File: src/mcsw_pkg.sv
package mcsw_pkg;

    // Clock and time base.
    localparam int CLK_PERIOD_NS = 8;
    localparam int CLK_PERIOD_SHIFT = $clog2(CLK_PERIOD_NS);

    // Card geometry.
    localparam int JOINTS = 6;
    localparam int ESTOPS = 2;
    localparam int NODE_ID_W = 4;
    localparam int NODES = 1 << NODE_ID_W;
    localparam int SW_W = 3 * JOINTS + ESTOPS;

    // Register byte offsets.
    localparam int ADDR_W = 6;
    localparam logic [5:0] OFS_CTRL = 6'h00;
    localparam logic [5:0] OFS_TIMEOUT = 6'h04;
    localparam logic [5:0] OFS_STATUS = 6'h08;
    localparam logic [5:0] OFS_INPUTS = 6'h0C;
    localparam logic [5:0] OFS_INPUTS_N = 6'h10;
    localparam logic [5:0] OFS_IRQ_STAT = 6'h14;
    localparam logic [5:0] OFS_IRQ_MASK = 6'h18;
    localparam logic [5:0] OFS_NODES = 6'h1C;

    // Control register fields.
    localparam int CTRL_WD_EN = 0;
    localparam int CTRL_PWR_REQ = 1;
    localparam int CTRL_HOST_RUN = 2;
    localparam int CTRL_RESCAN = 3;
    localparam int CTRL_W = 3;
    localparam logic [2:0] CTRL_RST = 3'h0;

    // Status register fields.
    localparam int ST_WD_EXP = 0;
    localparam int ST_PWR_EN = 1;
    localparam int ST_PWR_FAULT = 2;
    localparam int ST_BUS_SCAN = 3;
    localparam int ST_BUS_DROP = 4;

    // Input register layout: origin, lower, upper per joint, then e-stops.
    localparam int IN_ORIGIN = 0;
    localparam int IN_LOWER = JOINTS;
    localparam int IN_UPPER = 2 * JOINTS;
    localparam int IN_ESTOP = 3 * JOINTS;

    // Interrupt status and mask fields.
    localparam int IRQ_WD_EXP = 0;
    localparam int IRQ_PWR_FAULT = 1;
    localparam int IRQ_NODE_DROP = 2;
    localparam int IRQ_ESTOP = 3;
    localparam int IRQ_W = 4;
    localparam logic [3:0] IRQ_MASK_RST = 4'h0;

    // Host timeout in ns after reset: three 1 ms servo periods.
    localparam logic [31:0] TIMEOUT_RST_NS = 32'h002D_C6C0;

    // Node supervision and indicator timing.
    localparam int MISS_LIMIT = 3;
    localparam int BLINK_HALF_NS = 250_000_000;
    localparam int BLINK_HALF_CYC = BLINK_HALF_NS / CLK_PERIOD_NS;
    localparam int CAN_HOLD_TICKS = 2;

    typedef enum logic [3:0] {
        BUS_SCAN_ISSUE = 4'b0001,
        BUS_SCAN_WAIT = 4'b0010,
        BUS_RUN_ISSUE = 4'b0100,
        BUS_RUN_WAIT = 4'b1000
    } mcsw_bus_t;

endpackage

File: src/mcsw_blink.sv
`timescale 1ns/1ps
module mcsw_blink
#(
    parameter int HALF_CYC = 31_250_000
)
(
    // Clock and reset.
    input wire logic clk,
    input wire logic resetn,
    // Blink timing.
    output logic tick,
    output logic blink
);

    localparam int CNT_W = $clog2(HALF_CYC + 1);
    localparam logic [CNT_W-1:0] LAST = CNT_W'(HALF_CYC - 1);

    logic [CNT_W-1:0] cnt_q;
    logic blink_q;
    logic wrap;

    initial
    begin
        if (HALF_CYC < 1)
            $error("HALF_CYC must be at least one cycle.");
    end

    assign wrap = (cnt_q == LAST);
    assign tick = wrap;
    assign blink = blink_q;

    always_ff @(posedge clk)
    begin
        if (!resetn)
        begin
            cnt_q <= '0;
            blink_q <= 1'b0;
        end
        else
        begin
            cnt_q <= wrap ? '0 : cnt_q + 1'b1;
            blink_q <= blink_q ^ wrap;
        end
    end

endmodule

File: src/mcsw_watchdog.sv
`timescale 1ns/1ps
// Contract
// - Host input read restarts the watchdog; only a read at OFS_INPUTS does, not at OFS_INPUTS_N.
// - Expiry drops power enable in hardware.
// - Expired flag readable by the host.
// - Watchdog counts only while enabled.
// - Power enable needs request, no expiry, no fault.
// - Error LED: off, blink PCI error, on expired.
// - CAN LED: blink traffic, on full, else off.
// - RS485 LED: blink scan, on ok, off drop.
// - Host LED blinks while control software runs.
// - Boot LED lit once booting completed.
// - Six joints: origin, two limits, true and inverted.
// - Two e-stops presented true and inverted.
// - Nodes carry unique four-bit addresses.
// - Card discovers chain nodes by itself.
// - Silent nodes leave the active set.
module mcsw_watchdog
    import mcsw_pkg::*;
#(
    parameter int BLINK_CYC = mcsw_pkg::BLINK_HALF_CYC
)
(
    // Clock and reset.
    input wire logic clk,
    input wire logic resetn,
    // Avalon-MM slave.
    input wire logic [mcsw_pkg::ADDR_W-1:0] avs_address,
    input wire logic avs_read,
    input wire logic avs_write,
    input wire logic [31:0] avs_writedata,
    input wire logic [3:0] avs_byteenable,
    output logic [31:0] avs_readdata,
    output logic avs_waitrequest,
    // Interrupt.
    output logic irq,
    // Switch and power fault pins.
    input wire logic [mcsw_pkg::JOINTS-1:0] jointOriginSwitch,
    input wire logic [mcsw_pkg::JOINTS-1:0] jointLowerLimitSwitch,
    input wire logic [mcsw_pkg::JOINTS-1:0] jointUpperLimitSwitch,
    input wire logic [mcsw_pkg::ESTOPS-1:0] estopSwitch,
    input wire logic powerFault,
    // Shared power enable of axis and CAN connectors.
    output logic powerEnable,
    // Card state from neighbouring logic.
    input wire logic bootDone,
    input wire logic pciCommError,
    input wire logic canFrame,
    input wire logic canBufferFull,
    // RS485 poll engine.
    output logic pollReq,
    output logic [mcsw_pkg::NODE_ID_W-1:0] pollId,
    input wire logic pollAnswer,
    input wire logic pollNoAnswer,
    // Status indicators.
    output logic ledCan,
    output logic ledRs485,
    output logic host_activity_led,
    output logic ledBoot,
    output logic ledError
);
    import mcsw_pkg::*;

    initial
    begin
        if (CLK_PERIOD_NS != (1 << CLK_PERIOD_SHIFT))
            $error("Clock period must be a power of two in ns.");
    end

    // Bus slave: one wait cycle per access, then the access completes.
    logic ack_q;
    logic [31:0] readdata_q;
    logic access, accept, rdAccept, wrAccept;
    logic [31:0] rdMux, beMask;
    assign access = avs_read | avs_write;
    assign avs_waitrequest = access & ~ack_q;
    assign accept = access & ack_q;
    assign rdAccept = avs_read & ack_q;
    assign wrAccept = avs_write & ack_q;
    assign avs_readdata = readdata_q;
    assign beMask = {{8{avs_byteenable[3]}}, {8{avs_byteenable[2]}},
                     {8{avs_byteenable[1]}}, {8{avs_byteenable[0]}}};

    logic [5:0] wordAddr;
    assign wordAddr = {avs_address[5:2], 2'b00};
    logic wrCtrl, wrTimeout, wrMask, rdInputs, rdIrq;
    assign wrCtrl = wrAccept & (wordAddr == OFS_CTRL);
    assign wrTimeout = wrAccept & (wordAddr == OFS_TIMEOUT);
    assign wrMask = wrAccept & (wordAddr == OFS_IRQ_MASK);
    assign rdInputs = rdAccept & (wordAddr == OFS_INPUTS);
    assign rdIrq = rdAccept & (wordAddr == OFS_IRQ_STAT);

    // Software registers.
    logic [CTRL_W-1:0] ctrl_q;
    logic [31:0] timeout_q, timeoutNew;
    logic [IRQ_W-1:0] irqMask_q, irqStat_q, irqEvt;
    logic rescan;
    logic wdEn, pwrReq, hostRun;
    assign wdEn = ctrl_q[CTRL_WD_EN];
    assign pwrReq = ctrl_q[CTRL_PWR_REQ];
    assign hostRun = ctrl_q[CTRL_HOST_RUN];
    assign rescan = wrCtrl & avs_byteenable[0] & avs_writedata[CTRL_RESCAN];
    assign timeoutNew = (timeout_q & ~beMask) | (avs_writedata & beMask);

    always_ff @(posedge clk)
    begin
        if (!resetn)
        begin
            ctrl_q <= CTRL_RST;
            timeout_q <= TIMEOUT_RST_NS;
            irqMask_q <= IRQ_MASK_RST;
        end
        else
        begin
            if (wrCtrl && avs_byteenable[0])
                ctrl_q <= avs_writedata[CTRL_W-1:0];
            if (wrTimeout)
                timeout_q <= timeoutNew;
            if (wrMask && avs_byteenable[0])
                irqMask_q <= avs_writedata[IRQ_W-1:0];
        end
    end

    // Switch and fault pins pass two flip-flops.
    logic [SW_W-1:0] swMeta_q, sw_q, swRaw;
    logic faultMeta_q, fault_q, faultPrev_q;
    logic [ESTOPS-1:0] estopPrev_q;
    assign swRaw = {estopSwitch, jointUpperLimitSwitch,
                    jointLowerLimitSwitch, jointOriginSwitch};

    always_ff @(posedge clk)
    begin
        if (!resetn)
        begin
            swMeta_q <= '0;
            sw_q <= '0;
            faultMeta_q <= 1'b0;
            fault_q <= 1'b0;
            faultPrev_q <= 1'b0;
            estopPrev_q <= '0;
        end
        else
        begin
            swMeta_q <= swRaw;
            sw_q <= swMeta_q;
            faultMeta_q <= powerFault;
            fault_q <= faultMeta_q;
            faultPrev_q <= fault_q;
            estopPrev_q <= sw_q[IN_ESTOP +: ESTOPS];
        end
    end

    // Watchdog. The timeout is held in ns; a shift turns it into cycles,
    // which is why the clock period must be a power of two.
    logic [31:0] wdCnt_q, timeoutCyc;
    logic wdExpired_q, wdEnPrev_q;
    logic wdEnRise, wdExpireEvt;
    assign timeoutCyc = timeout_q >> CLK_PERIOD_SHIFT;
    assign wdEnRise = wdEn & ~wdEnPrev_q;
    assign wdExpireEvt = wdEn & ~wdEnRise & ~rdInputs & ~wdExpired_q
                         & (wdCnt_q >= timeoutCyc);

    always_ff @(posedge clk)
    begin
        if (!resetn)
        begin
            wdCnt_q <= '0;
            wdExpired_q <= 1'b0;
            wdEnPrev_q <= 1'b0;
        end
        else
        begin
            wdEnPrev_q <= wdEn;
            if (!wdEn || wdEnRise || rdInputs)
                wdCnt_q <= '0;
            else if (!wdExpired_q)
                wdCnt_q <= wdCnt_q + 32'h0000_0001;
            if (wdEnRise)
                wdExpired_q <= 1'b0;
            else if (wdExpireEvt)
                wdExpired_q <= 1'b1;
        end
    end

    // Power enable falls in the cycle after expiry, with no host action.
    logic powerEnable_q;
    always_ff @(posedge clk)
    begin
        if (!resetn)
            powerEnable_q <= 1'b0;
        else
            powerEnable_q <= pwrReq & ~wdExpired_q & ~wdExpireEvt
                             & ~fault_q;
    end
    assign powerEnable = powerEnable_q;

    // RS485 chain supervision: one sweep of all addresses discovers the
    // nodes, then polling goes round; new nodes only join on a rescan.
    mcsw_bus_t busState_q;
    logic [NODE_ID_W-1:0] pollId_q;
    logic pollReq_q, busDrop_q;
    logic [NODES-1:0] nodeActive_q, nodeDrop;
    logic [1:0] missCnt_q [NODES];
    logic pollDone, scanning, lastId;
    assign pollDone = pollAnswer | pollNoAnswer;
    assign scanning = (busState_q == BUS_SCAN_ISSUE)
                      | (busState_q == BUS_SCAN_WAIT);
    assign lastId = (pollId_q == NODE_ID_W'(NODES - 1));

    always_ff @(posedge clk)
    begin
        if (!resetn || rescan)
        begin
            busState_q <= BUS_SCAN_ISSUE;
            pollId_q <= '0;
            pollReq_q <= 1'b0;
        end
        else
        begin
            case (busState_q)
                BUS_SCAN_ISSUE, BUS_RUN_ISSUE:
                begin
                    pollReq_q <= 1'b1;
                    busState_q <= (busState_q == BUS_SCAN_ISSUE)
                                  ? BUS_SCAN_WAIT : BUS_RUN_WAIT;
                end
                BUS_SCAN_WAIT, BUS_RUN_WAIT:
                    if (pollDone)
                    begin
                        pollReq_q <= 1'b0;
                        pollId_q <= pollId_q + 1'b1;
                        busState_q <= BUS_RUN_ISSUE;
                        if (busState_q == BUS_SCAN_WAIT && !lastId)
                            busState_q <= BUS_SCAN_ISSUE;
                    end
                default:
                    busState_q <= BUS_SCAN_ISSUE;
            endcase
        end
    end
    assign pollReq = pollReq_q;
    assign pollId = pollId_q;

    genvar g;
    generate
        for (g = 0; g < NODES; g++)
        begin : gNode
            logic hit;
            assign hit = (pollId_q == NODE_ID_W'(g))
                         & ((busState_q == BUS_SCAN_WAIT)
                         | (busState_q == BUS_RUN_WAIT));
            assign nodeDrop[g] = hit & pollNoAnswer & nodeActive_q[g]
                                 & (busState_q == BUS_RUN_WAIT)
                                 & (missCnt_q[g] == 2'(MISS_LIMIT - 1));
            always_ff @(posedge clk)
            begin
                if (!resetn || rescan)
                begin
                    nodeActive_q[g] <= 1'b0;
                    missCnt_q[g] <= '0;
                end
                else if (hit && pollAnswer)
                begin
                    missCnt_q[g] <= '0;
                    if (busState_q == BUS_SCAN_WAIT)
                        nodeActive_q[g] <= 1'b1;
                end
                else if (nodeDrop[g])
                begin
                    nodeActive_q[g] <= 1'b0;
                    missCnt_q[g] <= '0;
                end
                else if (hit && pollNoAnswer && nodeActive_q[g])
                    missCnt_q[g] <= missCnt_q[g] + 2'h1;
            end
        end
    endgenerate

    always_ff @(posedge clk)
    begin
        if (!resetn || rescan)
            busDrop_q <= 1'b0;
        else if (|nodeDrop)
            busDrop_q <= 1'b1;
    end

    // Interrupts: a read clears only the bits that it returned, so an
    // event landing between capture and completion is not lost.
    logic [IRQ_W-1:0] irqClear;
    assign irqClear = rdIrq ? readdata_q[IRQ_W-1:0] : '0;
    assign irqEvt[IRQ_WD_EXP] = wdExpireEvt;
    assign irqEvt[IRQ_PWR_FAULT] = fault_q & ~faultPrev_q;
    assign irqEvt[IRQ_NODE_DROP] = |nodeDrop;
    assign irqEvt[IRQ_ESTOP] = |(sw_q[IN_ESTOP +: ESTOPS] ^ estopPrev_q);

    always_ff @(posedge clk)
    begin
        if (!resetn)
            irqStat_q <= '0;
        else
            irqStat_q <= (irqStat_q & ~irqClear) | irqEvt;
    end
    assign irq = |(irqStat_q & irqMask_q);

    // Read data are captured in the wait cycle and stand at completion.
    logic [31:0] statusWord;
    assign statusWord = {27'h0, busDrop_q, scanning, fault_q,
                         powerEnable_q, wdExpired_q};
    always_comb
    begin
        rdMux = 32'h0000_0000;
        case (wordAddr)
            OFS_CTRL: rdMux = {29'h0, ctrl_q};
            OFS_TIMEOUT: rdMux = timeout_q;
            OFS_STATUS: rdMux = statusWord;
            OFS_INPUTS: rdMux = {12'h0, sw_q};
            OFS_INPUTS_N: rdMux = {12'h0, ~sw_q};
            OFS_IRQ_STAT: rdMux = {28'h0, irqStat_q};
            OFS_IRQ_MASK: rdMux = {28'h0, irqMask_q};
            OFS_NODES: rdMux = {16'h0, nodeActive_q};
            default: rdMux = 32'h0000_0000;
        endcase
    end

    always_ff @(posedge clk)
    begin
        if (!resetn)
        begin
            ack_q <= 1'b0;
            readdata_q <= '0;
        end
        else
        begin
            ack_q <= access & ~ack_q;
            if (avs_read && !ack_q)
                readdata_q <= rdMux;
        end
    end

    // Indicators. CAN activity is held until the second blink tick after
    // the last frame so that sparse traffic still shows as blinking.
    logic tick, blink;
    mcsw_blink #(.HALF_CYC(BLINK_CYC)) uBlink
    (
        .clk(clk),
        .resetn(resetn),
        .tick(tick),
        .blink(blink)
    );

    logic [1:0] canAge_q;
    logic canAct;
    assign canAct = (canAge_q != 2'h0);
    always_ff @(posedge clk)
    begin
        if (!resetn)
            canAge_q <= 2'h0;
        else if (canFrame)
            canAge_q <= 2'(CAN_HOLD_TICKS);
        else if (tick && canAct)
            canAge_q <= canAge_q - 2'h1;
    end

    logic ledCan_q, ledRs485_q, ledHost_q, ledBoot_q, ledError_q;
    always_ff @(posedge clk)
    begin
        if (!resetn)
        begin
            ledCan_q <= 1'b0;
            ledRs485_q <= 1'b0;
            ledHost_q <= 1'b0;
            ledBoot_q <= 1'b0;
            ledError_q <= 1'b0;
        end
        else
        begin
            ledCan_q <= canBufferFull | (canAct & blink);
            ledRs485_q <= scanning ? blink : ~busDrop_q;
            ledHost_q <= hostRun & blink;
            ledBoot_q <= bootDone;
            ledError_q <= wdExpired_q | (pciCommError & blink);
        end
    end
    assign ledCan = ledCan_q;
    assign ledRs485 = ledRs485_q;
    assign host_activity_led = ledHost_q;
    assign ledBoot = ledBoot_q;
    assign ledError = ledError_q;
endmodule

File: config.mk
export PLATFORM = sky130hd
export DESIGN_NAME = mcsw_watchdog
export DESIGN_NICKNAME = d
export VERILOG_FILES = /design/src/mcsw_pkg.sv /design/src/mcsw_blink.sv /design/src/mcsw_watchdog.sv
export SDC_FILE = /design/constraint.sdc
export NUM_CORES = 1
export LEC_CHECK = 0
export ABC_AREA = 1
export BUFFER_PORTS_ARGS = -buffer_cell sky130_fd_sc_hd__buf_4
export CAP_MARGIN = 30
export CORE_UTILIZATION = 55
export DETAILED_ROUTE_END_ITERATION = 6
export GPL_TIMING_DRIVEN = 1
export PLACE_DENSITY_LB_ADDON = 0.05
export RECOVER_POWER = 50
export REMOVE_ABC_BUFFERS = 1
export SLEW_MARGIN = 40
export SYNTH_ARGS = -nofsm -noshare
export SYNTH_HDL_FRONTEND = slang
export SYNTH_SLANG_ARGS = --single-unit
export TNS_END_PERCENT = 1
File: constraint.sdc
create_clock -name clk -period 2.2 [get_ports clk]
set_input_delay 0.11 -clock clk [delete_from_list [all_inputs] [get_ports clk]]
set_output_delay 0.11 -clock clk [all_outputs]
set_load 0.01 [all_outputs]
==> impl_metrics.toml <==
[cells_and_area]
layout-drive-gt1-share_pct = 10.3
fill_cells = 1843
antenna_cells_inserted = 0
syn_to_final_growth_pct = 21.8
final_cell_mix = "378 x nand2_1, 243 x inv_1, 215 x dfxtp_1"
layout_commonest_cell = "nand2_1"
finalNetCount = 1947
fin_cells = 2117
final_core_util_pct = 69.2

[sta]
fmax_ghz = 0.483
period_minus_slack_ns = 2.07
rsz0062_at_grt = "false"
final_hold_viol_count = 0
maxSlewViolCount = 0
worst_pin_slew_ns = 0.972
setup_ws_ns = 0.128
post-route-period-util_pct = 94.2
fin_skew_ns = 0.00795
relSlewSlack_pct = 35.2
fin_setup_tns_ns = 0
setup_viol = 0

[power_and_ir_drop]
swShare_pct = 23.1
p_comb_share_pct = 7.7
power.internal_uw = 7880
power.leakage_uw = 0.00650
power_frac_clock_pct = 45.9
seqPwrFrac_pct = 46.4
power_density_nw_per_um2 = 699
power.switching_uw = 2370
ir_worst_vdd_mv = 0.574

[die]
initial_core_util_pct = 56.8
io_pins = 118
num_rows = 53
fp.dieW_um = 150
core-area_um2 = 21200
die-area_um2 = 22500
die_h_um = 150

[cts]
clk_latency_ns = 0.52
h-tree-depth = 1
clock_sinks = 247
clk_path_buf_depth = 3
clk_pin_slew_ns = 0.06
cts_tree = "built"
clockRootBuffer = "clkbuf_16"
cts_buffers = 27

[drt]
postRouteAntennaNets = 0
wire_per_inst_um = 14.7
drt_pass1_iterations = 7
via_per_inst = 5.27
drt-total-wl_mm = 31.2
drc = 0
vias = 11158
drt_iter0_drc = 666

[synthesis]
yosys_warnings = 0
synth_cell_types = 50
synth_area_per_cell_um2 = 7.38
synthFlopType = "dfxtp_1"
async_flop_share_pct = 0
synth-seq-area-share_pct = 43.7
synth_edf_count = 32
syn-cell-area_um2 = 12100
netlist_instances = 1632
synth_seq_cells = 247

[placement]
dp_cells = 1998
dpl_worst_slack_ns = 0.256
place.gp.congestion = 0.893
io_buffers = 115
hpwl_mm = 22.1

[critical_path]
path_cells = "nand2_1, nor2_1, clkbuf_1, nand2_1, buf_4, o21ai_0, a21oi_1, dlygate4sd3_1"
cp_slowest_stage_delay_ns = 0.55
cp-end-kind = "register"
cp_data_arrival_time_ns = 2.48
crit_fanout = 14
critPathKind = "register to register"
cp_slowest_cell = "dlygate4sd3_1"
cp-start-kind = "register"
cp_data_required_time_ns = 2.61
cpMostUsedCell = "nand2_1"

[global_route]
grt_start_max_net_pins = 53
grt-ovfl-total = 0
grt_pass1_vias = 10835
grt_pass1_wl_mm = 51.1
grt_use_total_pct = 28.1
grt_antenna_before_repair = 0

[outcome]
status = "finished, final reports clean"

[job]
cap_violations = 0

[min_path]
worstHoldPathType = "primary input to register"
power by group through the flow:
stage	Clock [uW]	Sequential, uW	Combinational (uW)
floorplan	0	4860	334
global placement	0	4850	696
detailed placement	0	4850	711
CTS	4770	4760	816
global route	4980	4770	874
finish	4710	4760	788
stage by stage:
| stage | power, uW | hold slack, ns | area (um^2) |
|---|---|---|---|
| after floorplan | 5190 | 0.203 | 11800 |
| after global placement | 5540 | 0.293 | 13200 |
| after detailed placement | 5560 | 0.296 | 13200 |
| after CTS | 10300 | 0.00955 | 14900 |
| after global routing | 10600 | 0.0967 | 14700 |
| final | 10300 | 0.0508 | 14700 |
layout make-up:
| cell class | count | area (um^2) | area share (%) |
|---|---|---|---|
| flip-flops and latches | 247 | 5270 | 35.9 |
| clock inverters | 12 | 139 | 0.946 |
| well taps | 275 | 344 | 2.34 |
| multi-input cells | 1086 | 5640 | 38.4 |
| repair buffers | 208 | 1550 | 10.5 |
| inverters | 252 | 946 | 6.45 |
| clock buffers | 37 | 796 | 5.42 |
critical path, delay by kind of cell, from the launching register on:
family,cells,cell delay [ns]
DFF,1,0.32
and+or+nand+nor,3,0.35
AOI/OAI and AO/OA,2,0.27
buffers and inverters,3,1.02
layer usage:
layer | track usage, % | share of wire, %
met5 | 0 | 0
met4 | 9.65 | 2.8
met3 | 4.02 | 4.8
met2 | 51.0 | 50
met1 | 33.6 | 43
cell families after synthesis:
| group | after synthesis | synth area share, % |
|---|---|---|
| xor+xnor | 18 | 1.31 |
| compound gates | 263 | 12.5 |
| simple gates | 753 | 27.6 |
| fa+ha+maj | 52 | 5.40 |
| buf+inv | 299 | 9.56 |
| flops | 247 | 43.7 |
worst paths after layout:
path	start	end	slack [ns]	cells past startpoint
max	ack_q$_SDFF_PN0_	register	0.13	8
min	avs_byteenable[1]	register	0.05	3
max reg2reg	ack_q$_SDFF_PN0_	register	0.13	8
min reg2reg	swMeta_q[6]$_SDFF_PN0_	sw_q[6]$_SDFF_PN0_	0.41	2
repair_timing:
item | 4_1_cts | 5_1_grt
hold endpoints to repair | 78 | 0
setup buffers | 0 | 0
gates resized for setup | 0 | 0
hold buffers | 70 | 0
Yosys cell counts (5+ instances only):
library cell	number	area share (%)
nand2_1	378	12
inv_1	242	7.5
dfxtp_1	215	36
nor2_1	203	6.3
a21oi_1	125	5.2
o21ai_0	75	3.1
ha_1	52	5.4
nor3_1	42	1.7
nand4_1	37	1.9
nand3_1	35	1.5
edfxtp_1	32	8.0
clkbuf_1	29	0.90
buf_2	15	0.62
o2111ai_1	13	0.94
xor2_1	12	0.87
nor2_2	11	0.57
o211ai_1	11	0.69
inv_2	9	0.28
o21a_1	7	0.44
o221a_2	7	0.65
nand2_2	6	0.31
nor3b_1	6	0.37
xnor2_1	6	0.44
o22ai_1	5	0.26
(Power assumes the default switching activity.)
